<file path="config.mk">
export PLATFORM = sky130hd
export DESIGN_NAME = fot_param_calc
export DESIGN_NICKNAME = d
export VERILOG_FILES = /design/src/inc/fot_pkg.sv /design/src/hdl/fot_divider.sv /design/src/hdl/fot_index_rom.sv /design/src/hdl/fot_param_calc.sv
export VERILOG_INCLUDE_DIRS = /design/src /design/src/inc
export SDC_FILE = /design/constraint.sdc
export NUM_CORES = 1
export LEC_CHECK = 0
export CELL_PAD_IN_SITES_DETAIL_PLACEMENT = 1
export CELL_PAD_IN_SITES_GLOBAL_PLACEMENT = 1
export CORE_MARGIN = 4
export CORE_UTILIZATION = 45
export DETAILED_ROUTE_END_ITERATION = 10
export DONT_BUFFER_PORTS = 1
export GPL_TIMING_DRIVEN = 0
export PLACE_DENSITY = 0.82
export SLEW_MARGIN = 10
export SYNTH_ARGS = -nofsm -noshare
export SYNTH_HDL_FRONTEND = slang
export SYNTH_SLANG_ARGS = --single-unit
</file>
<file path="constraint.sdc">
create_clock -name mclk -period 12.6 [get_ports mclk]
set_clock_uncertainty 0.1 [all_clocks]
set_input_delay 1.26 -clock mclk [delete_from_list [all_inputs] [get_ports mclk]]
set_output_delay 1.26 -clock mclk [all_outputs]
set_load 0.005 [all_outputs]
</file>
<file path="src/inc/fot_consts.svh">
// Behaviour
// - Off-time is a 16-bit count at 96 MHz.
// - Count equals off-time times state-machine clock.
// - Drop sample is supply minus cathode sample.
// - Samples are 10-bit, 1.25 V full scale.
// - Off-time count is constant over drop sample.
// - Recompute when drop sample, index or cathode sample changes.
// - Max on-time is 2.4 constant over cathode.
// - Max on-time splits into two consecutive timers.
// - Three divisions plus load within 200 us.
// - Index 0..10 maps to DAC 0x03..0x0d.
// - Per-index constants held in lookup table.
// - Cathode sampled 100 us into dimming on-period.
// - Average 90 percent of peak, ripple 10 percent.
// - On-time gets 20 percent margin, then doubled.
// - Off-time count loads the off-state register.
// - Comparator ends on-time; count is upper bound.
// - Fault zone lasts 33 percent of on-time.
// - Apply values only in hold or off-state.
`ifndef FOT_CONSTS_SVH
`define FOT_CONSTS_SVH
`define MCLK_HZ          250000000
`define SM_CLK_HZ        96000000
`define ADC_BITS         10
`define ADC_STEPS        1024
`define ADC_FS_MV        1250
`define INDEX_MAX        4'ha
`define DAC_BASE         8'h03
`define CATH_DELAY_US    100
`define CATH_DELAY_CYC   ((`CATH_DELAY_US * (`MCLK_HZ / 1000000)))
`define UPDATE_LIMIT_US  200
`define UPDATE_LIMIT_CYC ((`UPDATE_LIMIT_US * (`MCLK_HZ / 1000000)))
`define ON_MAX_NUM       12
`define ON_MAX_DEN       5
`define FAULT_PCT        33
`define TIMER_BITS       16
`define TIMER_MAX        16'hffff
`endif

</file>
<file path="src/inc/fot_pkg.sv">
package fot_pkg;
    typedef struct packed {
        logic [15:0] off_time_count;
        logic [15:0] fault_zone_count;
        logic [15:0] current_limit_count;
        logic [7:0]  dac_code;
    } shadow_s;
    typedef enum logic [1:0] {DIV_OFF, DIV_FAULT, DIV_LIMIT} div_sel_e;
endpackage : fot_pkg

</file>
<file path="src/hdl/fot_divider.sv">
`timescale 1ns/100ps
`default_nettype none
module fot_divider #(
    parameter int WIDTH = 32
) (
    input  wire logic             mclk,
    input  wire logic             rst_n,
    input  wire logic             ce,
    input  wire logic             start,
    input  wire logic [WIDTH-1:0] dividend,
    input  wire logic [WIDTH-1:0] divisor,
    output logic                  busy,
    output logic                  done,
    output logic      [WIDTH-1:0] quotient
);
    initial begin
        if (WIDTH < 2 || WIDTH > 255) $error("divider width out of range");
    end
    logic [WIDTH-1:0]   rem_ff;
    logic [WIDTH-1:0]   quo_ff;
    logic [WIDTH-1:0]   dvs_ff;
    logic [7:0]         cnt_ff;
    logic               done_ff;
    wire  [WIDTH:0]     trial = {rem_ff, quo_ff[WIDTH-1]};
    wire                fits  = trial >= {1'b0, dvs_ff};
    wire  [WIDTH:0]     diff  = trial - {1'b0, dvs_ff};
    // ==================================================
    // Restoring division, one quotient bit per cycle.
    always_ff @(posedge mclk or negedge rst_n) begin
        if (!rst_n) begin
            rem_ff  <= '0;
            quo_ff  <= '0;
            dvs_ff  <= '0;
            cnt_ff  <= 8'h00;
            done_ff <= 1'b0;
        end else if (ce) begin
            done_ff <= 1'b0;
            if (start && cnt_ff == 8'h00) begin
                rem_ff <= '0;
                quo_ff <= dividend;
                dvs_ff <= divisor;
                cnt_ff <= 8'(WIDTH);
            end else if (cnt_ff != 8'h00) begin
                rem_ff  <= fits ? diff[WIDTH-1:0] : trial[WIDTH-1:0];
                quo_ff  <= {quo_ff[WIDTH-2:0], fits};
                cnt_ff  <= cnt_ff - 8'h01;
                done_ff <= cnt_ff == 8'h01;
            end
        end
    end
    assign busy     = cnt_ff != 8'h00;
    assign done     = done_ff;
    assign quotient = quo_ff;
endmodule : fot_divider
`default_nettype wire

</file>
<file path="src/hdl/fot_index_rom.sv">
`timescale 1ns/100ps
`default_nettype none
module fot_index_rom (
    input  wire logic [3:0]  index,
    output logic      [31:0] k_const,
    output logic      [7:0]  dac_code
);
    `include "fot_consts.svh"
    // ==================================================
    // Per-index division constants.
    always_comb begin
        unique case (index)
            4'h0:    k_const = 32'd45407;
            4'h1:    k_const = 32'd60543;
            4'h2:    k_const = 32'd75678;
            4'h3:    k_const = 32'd90814;
            4'h4:    k_const = 32'd105949;
            4'h5:    k_const = 32'd121085;
            4'h6:    k_const = 32'd136221;
            4'h7:    k_const = 32'd151356;
            4'h8:    k_const = 32'd166492;
            4'h9:    k_const = 32'd181628;
            default: k_const = 32'd196763;
        endcase
    end
    assign dac_code = `DAC_BASE + {4'h0, index};
endmodule : fot_index_rom
`default_nettype wire

</file>
<file path="src/hdl/fot_param_calc.sv">
`timescale 1ns/100ps
`default_nettype none
`include "fot_consts.svh"
module fot_param_calc
    import fot_pkg::*;
#(
    parameter int CATH_DELAY_CYC = `CATH_DELAY_CYC
) (
    input  wire logic                 mclk,
    input  wire logic                 rst_n,
    input  wire logic                 ce,
    input  wire logic [3:0]           current_index_command,
    input  wire logic [9:0]           led_supply_voltage,
    input  wire logic [9:0]           led_cathode_voltage,
    input  wire logic                 sample_valid,
    input  wire logic                 dimming_on,
    input  wire logic                 sm_in_hold,
    input  wire logic                 sm_in_off_state,
    output fot_pkg::shadow_s          shadow,
    output logic                      shadow_load,
    output logic                      calc_busy
);
    import fot_pkg::*;
    initial begin
        if (CATH_DELAY_CYC < 1 || CATH_DELAY_CYC > 65536)
            $error("cathode delay does not fit the 16-bit counter");
    end
    typedef enum logic [2:0] {ST_IDLE, ST_DIV_OFF, ST_DIV_ON, ST_SPLIT, ST_APPLY} calc_e;
    calc_e            state_ff;
    calc_e            nxt_state;
    // ==================================================
    // Input synchronisers for the converter results and pins.
    logic [9:0]  sup_m_ff, sup_ff, cat_m_ff, cat_ff;
    logic [3:0]  idx_m_ff, idx_ff;
    logic        val_m_ff, val_ff, dim_m_ff, dim_ff;
    logic        hold_m_ff, hold_ff, off_m_ff, off_ff;
    always_ff @(posedge mclk or negedge rst_n) begin
        if (!rst_n) begin
            {sup_m_ff, sup_ff, cat_m_ff, cat_ff} <= '0;
            {idx_m_ff, idx_ff, val_m_ff, val_ff} <= '0;
            {dim_m_ff, dim_ff, hold_m_ff, hold_ff, off_m_ff, off_ff} <= '0;
        end else if (ce) begin
            sup_m_ff  <= led_supply_voltage;
            sup_ff    <= sup_m_ff;
            cat_m_ff  <= led_cathode_voltage;
            cat_ff    <= cat_m_ff;
            idx_m_ff  <= current_index_command;
            idx_ff    <= idx_m_ff;
            val_m_ff  <= sample_valid;
            val_ff    <= val_m_ff;
            dim_m_ff  <= dimming_on;
            dim_ff    <= dim_m_ff;
            hold_m_ff <= sm_in_hold;
            hold_ff   <= hold_m_ff;
            off_m_ff  <= sm_in_off_state;
            off_ff    <= off_m_ff;
        end
    end
    // ==================================================
    // Index clamp, constant lookup and sample arithmetic.
    wire  [3:0]  idx_clamped = (idx_ff > `INDEX_MAX) ? `INDEX_MAX : idx_ff;
    logic [31:0] k_const;
    logic [7:0]  dac_code;
    fot_index_rom u_rom (
        .index    (idx_clamped),
        .k_const  (k_const),
        .dac_code (dac_code)
    );
    wire  [9:0]  drop_raw  = (sup_ff > cat_ff) ? sup_ff - cat_ff : 10'h000;
    wire  [31:0] k_on_max  = 32'((k_const * `ON_MAX_NUM) / `ON_MAX_DEN);
    // ==================================================
    // Cathode capture 100 us after each dimming on edge.
    logic [15:0] dly_cnt_ff;
    logic        dly_run_ff, dim_d_ff;
    logic [9:0]  drop_ff, cath_ff, drop_used_ff;
    logic [3:0]  idx_used_ff;
    logic        cath_new_ff;
    wire         dim_rise  = dim_ff & ~dim_d_ff;
    wire         cath_take = dly_run_ff && dly_cnt_ff == 16'(CATH_DELAY_CYC - 1);
    always_ff @(posedge mclk or negedge rst_n) begin
        if (!rst_n) begin
            dly_cnt_ff <= 16'h0000;
            dly_run_ff <= 1'b0;
            dim_d_ff   <= 1'b0;
            drop_ff    <= 10'h000;
            cath_ff    <= 10'h000;
        end else if (ce) begin
            dim_d_ff <= dim_ff;
            if (dim_rise) begin
                dly_run_ff <= 1'b1;
                dly_cnt_ff <= 16'h0000;
            end else if (cath_take) begin
                dly_run_ff <= 1'b0;
                cath_ff    <= cat_ff;
            end else if (dly_run_ff) begin
                dly_cnt_ff <= dly_cnt_ff + 16'h0001;
            end
            if (val_ff)
                drop_ff <= drop_raw;
        end
    end
    // ==================================================
    // Division sequencer.
    wire         need_update = (drop_ff != drop_used_ff) || (idx_clamped != idx_used_ff)
                               || cath_new_ff;
    wire         zero_sample = (drop_ff == 10'h000) || (cath_ff == 10'h000);
    wire         apply_ok    = hold_ff || off_ff;
    logic        div_start;
    logic        div_busy, div_done;
    logic [31:0] div_q, div_a, div_b;
    fot_divider #(.WIDTH(32)) u_div (
        .mclk     (mclk),
        .rst_n    (rst_n),
        .ce       (ce),
        .start    (div_start),
        .dividend (div_a),
        .divisor  (div_b),
        .busy     (div_busy),
        .done     (div_done),
        .quotient (div_q)
    );
    function automatic logic [15:0] sat16(input logic [31:0] v);
        sat16 = (v > 32'(`TIMER_MAX)) ? `TIMER_MAX : v[15:0];
    endfunction : sat16
    logic [15:0] off_cnt_ff, on_max_ff;
    shadow_s     shadow_ff;
    logic        load_ff;
    wire  [31:0] fault_prod = 32'(on_max_ff) * `FAULT_PCT;
    wire  [15:0] fault_cnt  = 16'(fault_prod / 100);
    assign div_start = (state_ff == ST_DIV_OFF || state_ff == ST_DIV_ON) && !div_busy && !div_done;
    assign div_a     = (state_ff == ST_DIV_ON) ? k_on_max : k_const;
    assign div_b     = (state_ff == ST_DIV_ON) ? {22'h0, cath_ff} : {22'h0, drop_ff};
    always_comb begin
        nxt_state = state_ff;
        unique case (state_ff)
            ST_IDLE:    if (need_update && !zero_sample) nxt_state = ST_DIV_OFF;
            ST_DIV_OFF: if (div_done) nxt_state = ST_DIV_ON;
            ST_DIV_ON:  if (div_done) nxt_state = ST_SPLIT;
            ST_SPLIT:   nxt_state = ST_APPLY;
            ST_APPLY:   if (apply_ok) nxt_state = ST_IDLE;
            default:    nxt_state = ST_IDLE;
        endcase
    end
    always_ff @(posedge mclk or negedge rst_n) begin
        if (!rst_n) begin
            state_ff     <= ST_IDLE;
            drop_used_ff <= 10'h000;
            idx_used_ff  <= 4'h0;
            cath_new_ff  <= 1'b0;
            off_cnt_ff   <= 16'h0000;
            on_max_ff    <= 16'h0000;
            shadow_ff    <= '0;
            load_ff      <= 1'b0;
        end else if (ce) begin
            state_ff <= nxt_state;
            load_ff  <= 1'b0;
            if (cath_take)
                cath_new_ff <= 1'b1;
            else if (state_ff == ST_IDLE && nxt_state == ST_DIV_OFF)
                cath_new_ff <= 1'b0;
            if (state_ff == ST_IDLE && nxt_state == ST_DIV_OFF) begin
                drop_used_ff <= drop_ff;
                idx_used_ff  <= idx_clamped;
            end
            if (state_ff == ST_DIV_OFF && div_done)
                off_cnt_ff <= sat16(div_q);
            if (state_ff == ST_DIV_ON && div_done)
                on_max_ff <= sat16(div_q);
            if (state_ff == ST_APPLY && apply_ok) begin
                shadow_ff.off_time_count      <= off_cnt_ff;
                shadow_ff.fault_zone_count    <= fault_cnt;
                shadow_ff.current_limit_count <= on_max_ff - fault_cnt;
                shadow_ff.dac_code            <= dac_code;
                load_ff                       <= 1'b1;
            end
        end
    end
    assign shadow      = shadow_ff;
    assign shadow_load = load_ff;
    assign calc_busy   = state_ff != ST_IDLE;
    // ==================================================
    // Checks.

    property p_load_gated;
        @(posedge mclk) disable iff (!rst_n)
        shadow_load |-> $past(hold_ff || off_ff);
    endproperty
    a_load_gated: assert property (p_load_gated)
        else $error("load outside hold or off state");

    property p_split_sum;
        @(posedge mclk) disable iff (!rst_n)
        shadow_load |-> shadow.fault_zone_count + shadow.current_limit_count == $past(on_max_ff);
    endproperty
    a_split_sum: assert property (p_split_sum)
        else $error("on-time split does not sum");

    property p_dac_map;
        @(posedge mclk) disable iff (!rst_n)
        shadow_load |-> shadow.dac_code == 8'h03 + {4'h0, $past(idx_clamped, 1)};
    endproperty
    a_dac_map: assert property (p_dac_map)
        else $error("dac code mapping wrong");

    property p_zero_skip;
        @(posedge mclk) disable iff (!rst_n)
        (state_ff == ST_IDLE && zero_sample && ce) |=> state_ff == ST_IDLE;
    endproperty
    a_zero_skip: assert property (p_zero_skip)
        else $error("division started on zero sample");

    property p_no_spurious;
        @(posedge mclk) disable iff (!rst_n)
        (state_ff == ST_IDLE && !need_update && ce) |=> state_ff == ST_IDLE;
    endproperty
    a_no_spurious: assert property (p_no_spurious)
        else $error("update without cause");

    property p_cath_delay;
        @(posedge mclk) disable iff (!rst_n)
        (dim_rise && ce) |-> !cath_take;
    endproperty
    a_cath_delay: assert property (p_cath_delay)
        else $error("cathode taken too early");

    property p_off_div;
        @(posedge mclk) disable iff (!rst_n)
        (state_ff == ST_DIV_OFF && div_done && ce && div_q <= 32'h0000ffff)
            |=> off_cnt_ff == $past(div_q[15:0]);
    endproperty
    a_off_div: assert property (p_off_div)
        else $error("off count not stored");

    property p_div_bound;
        @(posedge mclk) disable iff (!rst_n)
        $rose(state_ff == ST_DIV_OFF) |-> ##[1:80] state_ff == ST_SPLIT || !ce;
    endproperty
    a_div_bound: assert property (p_div_bound)
        else $error("divisions too slow");

    property p_on_div;
        @(posedge mclk) disable iff (!rst_n)
        (state_ff == ST_DIV_ON && div_done && ce && div_q <= 32'h0000ffff)
            |=> on_max_ff == $past(div_q[15:0]);
    endproperty
    a_on_div: assert property (p_on_div)
        else $error("on-time count not stored");

    property p_load_pulse;
        @(posedge mclk) disable iff (!rst_n)
        (shadow_load && ce) |=> !shadow_load;
    endproperty
    a_load_pulse: assert property (p_load_pulse)
        else $error("load strobe longer than one cycle");

    property p_shadow_stable;
        @(posedge mclk) disable iff (!rst_n)
        !shadow_load |-> $stable(shadow);
    endproperty
    a_shadow_stable: assert property (p_shadow_stable)
        else $error("shadow changed without load");

    property p_fault_le;
        @(posedge mclk) disable iff (!rst_n)
        shadow_load |-> shadow.fault_zone_count <= shadow.current_limit_count;
    endproperty
    a_fault_le: assert property (p_fault_le)
        else $error("fault zone larger than its share");

    property p_cath_hold;
        @(posedge mclk) disable iff (!rst_n)
        (!cath_take && ce) |=> $stable(cath_ff);
    endproperty
    a_cath_hold: assert property (p_cath_hold)
        else $error("cathode sample changed outside capture");

    property p_div_done_idle;
        @(posedge mclk) disable iff (!rst_n)
        div_done |-> !div_busy;
    endproperty
    a_div_done_idle: assert property (p_div_done_idle)
        else $error("divider done while busy");

    property p_used_snap;
        @(posedge mclk) disable iff (!rst_n)
        (state_ff == ST_IDLE && nxt_state == ST_DIV_OFF && ce)
            |=> drop_used_ff == $past(drop_ff);
    endproperty
    a_used_snap: assert property (p_used_snap)
        else $error("used drop sample not recorded");

    property p_apply_wait;
        @(posedge mclk) disable iff (!rst_n)
        (state_ff == ST_APPLY && !apply_ok && ce) |=> state_ff == ST_APPLY && !shadow_load;
    endproperty
    a_apply_wait: assert property (p_apply_wait)
        else $error("apply did not wait for a safe state");
endmodule : fot_param_calc
`default_nettype wire

</file>
==> key figures, run 1 <==
Clock network
  – Num CTS Buffers: 31
  – Clock tree from TritonCTS: yes
  – Clock root cell: sky130_fd_sc_hd__clkbuf_16
  – Clk sinks: around 280
  – Clock Path Buffers: 3
  – Clock insertion delay at the later pin of the skew report: 610 ps
  – CTS H-tree lvls: 1
  – Clock-pin slew on the worst setup and hold paths: about 70 ps
  – CTS Hold Buffers Added: 0

Critical path
  – Crit-path max cell delay: just under 500 ps
  – Cell repeated most along the worst path: sky130_fd_sc_hd__a21o_1
  – Critical-path top delay cell: sky130_fd_sc_hd__dfrtp_2
  – Arrival @ worst endpoint: between 10000 and 15000 ps
  – Type of the worst setup path: flip-flop to flip-flop
  – Critical Path Start Type: flip-flop
  – Type of destination of the critical path: flip-flop
  – Required @ worst endpoint: approximately 13000 ps
  – Largest fanout on the critical path: 9

Detailed routing
  – Routed vias: 23590
  – First drt pass iteration count: 6
  – Average routed wire per standard cell: roughly 26 um
  – DRC: 0
  – Via-per-instance ratio: 6.575
  – Total routed wirelength: around 95 mm
  – Remaining antenna violation count: 0
  – Iter 0 DRT Violations: 1962

Timing
  – Highest clock frequency the design can meet: between 0.07 and 0.08 GHz
  – Setup slack of the critical path after layout: -1486 ps
  – Final Hold Violating Endpoints: 0
  – Final Max Tran Viols: 0
  – Setup TNS: -11340 ps
  – Final clock period utilization by the worst path: 111.8%
  – Worst-Margin Slew: between 1000 and 1500 ps
  – Unrepaired setup endpoints after global routing: yes
  – Min Clock Period, post-route: around 14000 ps
  – Final setup violating endpoints: 14
  – Worst rel slew slack: about 16%
  – Final hold slack: 256.3 ps

Global routing
  – Number of global-route vias before repair: around 23000
  – Overall Global Routing Usage: 29.67%
  – Pin count of the biggest net entering global routing: 282
  – Initial antenna violation count: 0
  – Wire length of the first global-routing pass: 129.8 mm
  – Overflow after GRT: 0

Final layout
  – Area growth from synthesis to final layout: 33.21%
  – Count of nets after finishing: 3040
  – Share of layout cells above drive strength 1: 32.68%

Placed design
  – Total half-perimeter wirelength after legalization and detailed placement: 55.00 mm
  – Input/output buffers: 0
  – Routability-driven placement congestion ratio: 0.9325

Synthesis
  – Sequential share of the synthesized area: 31.77%
  – Asr flop ratio synth: 100.0%
  – Area of the mapped netlist: approximately 22000 sq um
  – Cells after Synth: 2600
  – Synth cell types: between 100 and 150
  – Warnings, synthesis: 0
  – Dominant synthesized flop cell: sky130_fd_sc_hd__dfrtp_1
  – Average cell area after synthesis: 8.513 sq um
  – Number of enable-type register cells in the synthesized netlist: 0
  – Register bit count reported by yosys: 281

Die
  – I/O pin count: 89
  – Initial Utilization: 45.41%
  – Die W: 229.8 um
  – Core Rows: 81
  – Vertical die dimension: between 200 and 250 um
  – Total die area: 52800 sq um
  – Area of the core region: ~49000 sq um

Hold path
  – Path category of the worst min-delay check: input port to async pin

Job
  – Number of max-cap violations: 0

Outcome
  – Violated checks: setup timing
  – Status: finished, violations left
-- registers in the layout, summed over array words and instances (netlist names), 3 cells and up --
name and count:
on_max_ff 16, cat_ff 10, state_ff 3, dly_cnt_ff 16
idx_m_ff 4, drop_ff 10, u_div.rem_ff 32, u_div.dvs_ff 10
shadow 53, u_div.quotient 32, cath_ff 10, cat_m_ff 10
idx_used_ff 4, drop_used_ff 10, sup_ff 10, sup_m_ff 10
idx_ff 4, u_div.cnt_ff 8, off_cnt_ff 16
-- final cells by class --
class | instances | area (sq um)
Sequential cell | 281 | 7046
Buffer | 127 | 774.5
Timing Repair Buffer | 274 | 2150
Multi-Input combinational cell | 2094 | 17240
Fill cell | 5340 | 19260
Inverter | 91 | 370.4
Clock buffer | 42 | 887.1
Clock inverter | 13 | 190.2
Tap cell | 664 | 830.8
Antenna cell | 1 | 2.502
-- layout by cell type (no fill, tap or decap), drive strengths merged, types with 9 or more instances in the layout --
cell type  netlist  layout
xor2            58      58
a22oi           18      18
dfrtp          281     281
o21ai          224     224
o22ai           13      13
o21bai          12      12
a21oi          172     172
or3             20      20
maj3             9       9
o2111ai         18      18
a21o            51      51
xnor2           93      93
nand2          281     281
inv             91      91
nor4            35      35
a211o           11      11
a31oi           43      43
a211oi          27      27
a221oi           9       9
o221ai          14      14
nand4           38      38
mux2            94      94
nor3            69      69
o21a            23      23
buf             44     318
nand3           91      91
a22o            23      23
nor2           219     219
mux2i           34      34
clkbuf          92     125
and2            26      26
o211ai          27      27
a311oi           9       9
nand2b          17      17
or2             20      20
and3            18      18
o31ai           18      18
nor2b           14      14
ha             105     105
-- critical path: cells and delay by family, from the launching register on --
kind | cells | cell delay [ps]
AOI/OAI and AO/OA | 35 | 7450
xor gates and xnor gates | 2 | 420
adders and majority gates | 6 | 1560
buffers and inverters | 10 | 1380
DFF | 1 | 490
muxes | 4 | 1030
and+or+nand+nor | 8 | 1490
-- Yosys cell counts (10+ instances only) --
master | count | area share, %
sky130_fd_sc_hd__nand4_1 | 38 | 1.1
sky130_fd_sc_hd__mux2i_1 | 33 | 1.5
sky130_fd_sc_hd__nor4_1 | 33 | 0.93
sky130_fd_sc_hd__nor2_1 | 217 | 3.7
sky130_fd_sc_hd__a211oi_1 | 21 | 0.71
sky130_fd_sc_hd__xnor2_1 | 85 | 3.4
sky130_fd_sc_hd__mux2_2 | 92 | 4.7
sky130_fd_sc_hd__o21a_1 | 20 | 0.68
sky130_fd_sc_hd__dfrtp_1 | 281 | 32
sky130_fd_sc_hd__o2111ai_1 | 17 | 0.67
sky130_fd_sc_hd__or3_1 | 19 | 0.54
sky130_fd_sc_hd__a211o_1 | 10 | 0.40
sky130_fd_sc_hd__and2_1 | 24 | 0.68
sky130_fd_sc_hd__a22o_1 | 23 | 0.91
sky130_fd_sc_hd__o21ai_1 | 15 | 0.34
sky130_fd_sc_hd__buf_4 | 11 | 0.37
sky130_fd_sc_hd__inv_1 | 85 | 1.4
sky130_fd_sc_hd__a21oi_1 | 165 | 3.7
sky130_fd_sc_hd__xor2_1 | 58 | 2.3
sky130_fd_sc_hd__a31oi_1 | 42 | 1.2
sky130_fd_sc_hd__o22ai_1 | 12 | 0.34
sky130_fd_sc_hd__o21ai_0 | 203 | 4.6
sky130_fd_sc_hd__nand2_1 | 279 | 4.7
sky130_fd_sc_hd__buf_1 | 11 | 0.19
sky130_fd_sc_hd__or2_2 | 15 | 0.42
sky130_fd_sc_hd__nand3_1 | 89 | 2.0
sky130_fd_sc_hd__and3_1 | 16 | 0.45
sky130_fd_sc_hd__a22oi_1 | 18 | 0.61
sky130_fd_sc_hd__buf_2 | 16 | 0.36
sky130_fd_sc_hd__a21o_1 | 51 | 1.7
sky130_fd_sc_hd__o21bai_1 | 12 | 0.41
sky130_fd_sc_hd__nand2b_1 | 17 | 0.48
sky130_fd_sc_hd__clkbuf_1 | 91 | 1.5
sky130_fd_sc_hd__o211ai_1 | 24 | 0.81
sky130_fd_sc_hd__o31ai_1 | 13 | 0.44
sky130_fd_sc_hd__nor2b_1 | 13 | 0.37
sky130_fd_sc_hd__nor3_1 | 66 | 1.5
sky130_fd_sc_hd__ha_1 | 105 | 5.9
sky130_fd_sc_hd__o221ai_1 | 12 | 0.47
-- kinds of logic (layout without fill, tap and decap cells) --
group                      count (synthesis)  in the layout  share of synthesized area (%)
adders and majority gates                118            118                          6.704
buffers and inverters                    227            547                          4.347
DFF                                      281            281                          31.77
xor gates and xnor gates                 151            151                          6.297
muxes                                    128            128                          6.410
AOI/OAI and AO/OA                        806            806                          25.11
other                                      1              4                        0.01694
and+or+nand+nor                          888            888                          19.34
-- timing repair --
| item | 4_1_cts | 5_1_grt |
|---|---|---|
| buffers inserted | 147 | 131 |
| pin swaps | 146 | 177 |
| gates resized for setup | 318 | 287 |
| setup endpoints to repair | 19 | 15 |
-- final timing paths --
check                        startpoint       endpoint  slack [ps]  depth (start not counted)
max reg2reg                on_max_ff[7]     shadow[23]       -1490                         65
max                        on_max_ff[7]     shadow[23]       -1490                         65
min reg2reg                 idx_m_ff[0]      idx_ff[0]         410                          1
max in group asynchronous         rst_n   on_max_ff[7]       11570                          0
min in group mclk           idx_m_ff[0]      idx_ff[0]         410                          1
min                               rst_n  dly_cnt_ff[5]         260                          0
-- layer usage --
layer / GRT usage [%] / wire [um] / up-vias / share of wire, %
met2: 53.74 / 48040 / 1137 / 51
li1: - / - / 10180 / -
met4: 10.55 / 4890 / 0 / 5.2
met5: 0 / 0 / - / 0
met1: 36.10 / 35660 / 11900 / 38
met3: 4.088 / 6236 / 372 / 6.6
-- metrics by stage --
stage / cells / utilization [%] / setup WS, ps / instance area, sq um
detailed placement: 3266 / 48.01 / -2771 / 23400
CTS: 3460 / 55.80 / -438.8 / 27200
floorplan: 2602 / - / 0.8153 / 22570
global route: 3586 / 60.48 / -1872 / 29480
finish: 3587 / 60.49 / -1486 / 29490
global placement: 3266 / 48.00 / -2395 / 23400
Power of run 1 is not shown: default switching activity piles up to over one toggle a cycle in this logic, so the estimate is an artifact.
==> run 2, diff against run 1 <==
--- a/config.mk
+++ b/config.mk
@@ -10,6 +10,7 @@
 export CELL_PAD_IN_SITES_GLOBAL_PLACEMENT = 1
 export CORE_MARGIN = 4
 export CORE_UTILIZATION = 45
+export CTS_CLUSTER_SIZE = 12
 export DETAILED_ROUTE_END_ITERATION = 10
 export DONT_BUFFER_PORTS = 1
 export GPL_TIMING_DRIVEN = 0
==> constraint.sdc (replaced) <==
create_clock -name mclk -period 12.6 [get_ports mclk]
set_clock_uncertainty 0.1 [all_clocks]
set_input_delay 0.63 -clock mclk [delete_from_list [all_inputs] [get_ports mclk]]
set_output_delay 0.63 -clock mclk [all_outputs]
set_load 0.005 [all_outputs]
==> key figures, run 2 (synthesized netlist as in run 1, its figures left out) <==
Final layout
  – Final design area excluding fillers: 29160 sq um
  – Register bank with the most flops: shadow
  – Leading cell type in the layout, fill and taps excluded: sky130_fd_sc_hd__dfrtp_1
  – Share of layout cells above drive strength 1: 31.14%
  – Flip-flop count of the largest register after layout: 53
  – Commonest cells after routing, fill and taps aside: sky130_fd_sc_hd__dfrtp_1 (270), sky130_fd_sc_hd__nand2_1 (261), sky130_fd_sc_hd__buf_4 (234), sky130_fd_sc_hd__nor2_1 (196), sky130_fd_sc_hd__o21ai_0 (176)
  – Area growth from synthesis to final layout: 31.74%
  – Post-route non-filler standard cell count: 3571
  – Count of nets after finishing: 3025

Clock network
  – Clock-pin slew on the worst setup and hold paths: 60 ps
  – Clk sinks: 281
  – CTS H-tree lvls: 2
  – Clock tree from TritonCTS: yes
  – Num CTS Buffers: 34
  – Clock Path Buffers: 3
  – Clock root cell: sky130_fd_sc_hd__clkbuf_16
  – Clock insertion delay at the later pin of the skew report: about 570 ps

Detailed routing
  – Routed length on met3: ~5.9 mm
  – Via-per-instance ratio: 6.563
  – Routed wl met2: 46.90 mm
  – Met1 wire length: approximately 36 mm
  – DRC: 0
  – Total routed wirelength: approximately 94 mm
  – Routed vias: 23440
  – First drt pass iteration count: 8
  – Average routed wire per standard cell: 26.29 um
  – Top layer in use: met5
  – Iter 0 DRT Violations: 2035
  – Remaining antenna violation count: 0

Critical path
  – Worst setup slack for register-to-register paths: -1690 ps
  – Launch point of the critical path: on_max_ff[7]
  – Top Family by Delay on Critical Path: compound AO/OA/AOI/OAI gates
  – Largest fanout on the critical path: 8
  – Type of the worst setup path: flip-flop to flip-flop
  – Arrival @ worst endpoint: 14580 ps
  – Number of cells on the worst reg-to-reg path: 66
  – Endpoint of the worst register-to-register path: shadow[23]
  – Crit-path max cell delay: 530 ps
  – Cell repeated most along the worst path: sky130_fd_sc_hd__a21oi_2
  – Critical Path Start Type: flip-flop
  – Critical-path top delay cell: sky130_fd_sc_hd__or4_1
  – Levels on crit path: 66
  – Buffers & Inverters on Critical Path: 9
  – Type of destination of the critical path: flip-flop
  – Launch point of the worst reg-to-reg path: on_max_ff[7]
  – Required @ worst endpoint: 12900 ps
  – Capturing element of the worst setup path: shadow[23]

Placed design
  – Total half-perimeter wirelength after legalization and detailed placement: 55.00 mm
  – Dpl ws: -2771 ps
  – # placed instances: 3266
  – Routability-driven placement congestion ratio: 0.9325
  – Input/output buffers: 0
  – Cell area after placement: 23400 sq um

Timing
  – Min Clock Period, post-route: 14290 ps
  – Worst-Margin Slew: between 1000 and 1500 ps
  – Worst rel slew slack: 2.138%
  – Final setup violating endpoints: 15
  – Final Hold Violating Endpoints: 0
  – Setup slack of the critical path after layout: -1685 ps
  – Final Max Tran Viols: 0
  – Unrepaired setup endpoints after global routing: yes
  – Final hold slack: ~120 ps
  – Highest clock frequency the design can meet: 0.07000 GHz
  – Final clock period utilization by the worst path: 113.4%

Die
  – Core Rows: 81
  – Total die area: about 53000 sq um
  – I/O pin count: 89
  – Area of the core region: 48750 sq um
  – Die W: about 230 um
  – Vertical die dimension: between 200 and 250 um
  – Initial Utilization: 45.41%

Outcome
  – Status: finished, violations left
  – Violated checks: setup timing

Global routing
  – Overflow after GRT: 0
  – Overall Global Routing Usage: a little under a third
  – Number of global-route vias before repair: roughly 24000
  – Pin count of the biggest net entering global routing: 282
  – Wire length of the first global-routing pass: 132.3 mm
  – Initial antenna violation count: 2

Hold path
  – Path category of the worst min-delay check: input port to flip-flop

Job
  – Number of max-cap violations: 0
## run 2: repair_timing
item                       in CTS  in global routing
hold endpoints to repair      281                  1
setup buffers                 166                 95
pin swaps                     149                136
setup endpoints to repair      20                 18
gates cloned                    0                  1
hold buffers                    1                  1
resized for setup             336                239
## run 2: per-layer routing
| metal | up-vias | GRT usage [%] |
|---|---|---|
| li1 | 10120 | - |
| met5 | - | 0 |
| met2 | 1082 | 54.65 |
| met3 | 373 | 5.067 |
| met1 | 11860 | 36.32 |
| met4 | 2 | 11.76 |
## run 2: through the flow
stage	TNS [ps]	util (%)
after floorplan	0	-
after global placement	-22670	48.00
after detailed placement	-28740	48.01
after CTS	-2218	56.23
after global routing	-16900	59.82
final	-12880	59.82
## run 2: worst min path at each step
| stage | from | depth (start not counted) | slack [ps] | to |
|---|---|---|---|---|
| floorplan | rst_n | 0 | 230 | cat_ff[0] |
| global placement | rst_n | 0 | 250 | dly_cnt_ff[15] |
| detailed placement | rst_n | 0 | 240 | dly_cnt_ff[13] |
| CTS | led_cathode_voltage[0] | 1 | 110 | cat_m_ff[0] |
| global route | led_cathode_voltage[0] | 1 | 100 | cat_m_ff[0] |
| finish | led_cathode_voltage[0] | 1 | 120 | cat_m_ff[0] |
## run 2: layout make-up
type / count / area, sq um
sequential: 281 / 7046
timing repair buffer: 253 / 2074
multi-input combinational: 2094 / 16980
clock inverter: 14 / 122.6
buffer: 130 / 790.8
fill: 5424 / 19590
antenna: 1 / 2.502
clock buffer: 43 / 945.9
inverter: 91 / 366.6
tap: 664 / 830.8
Power of run 2 is left out for the same reason.
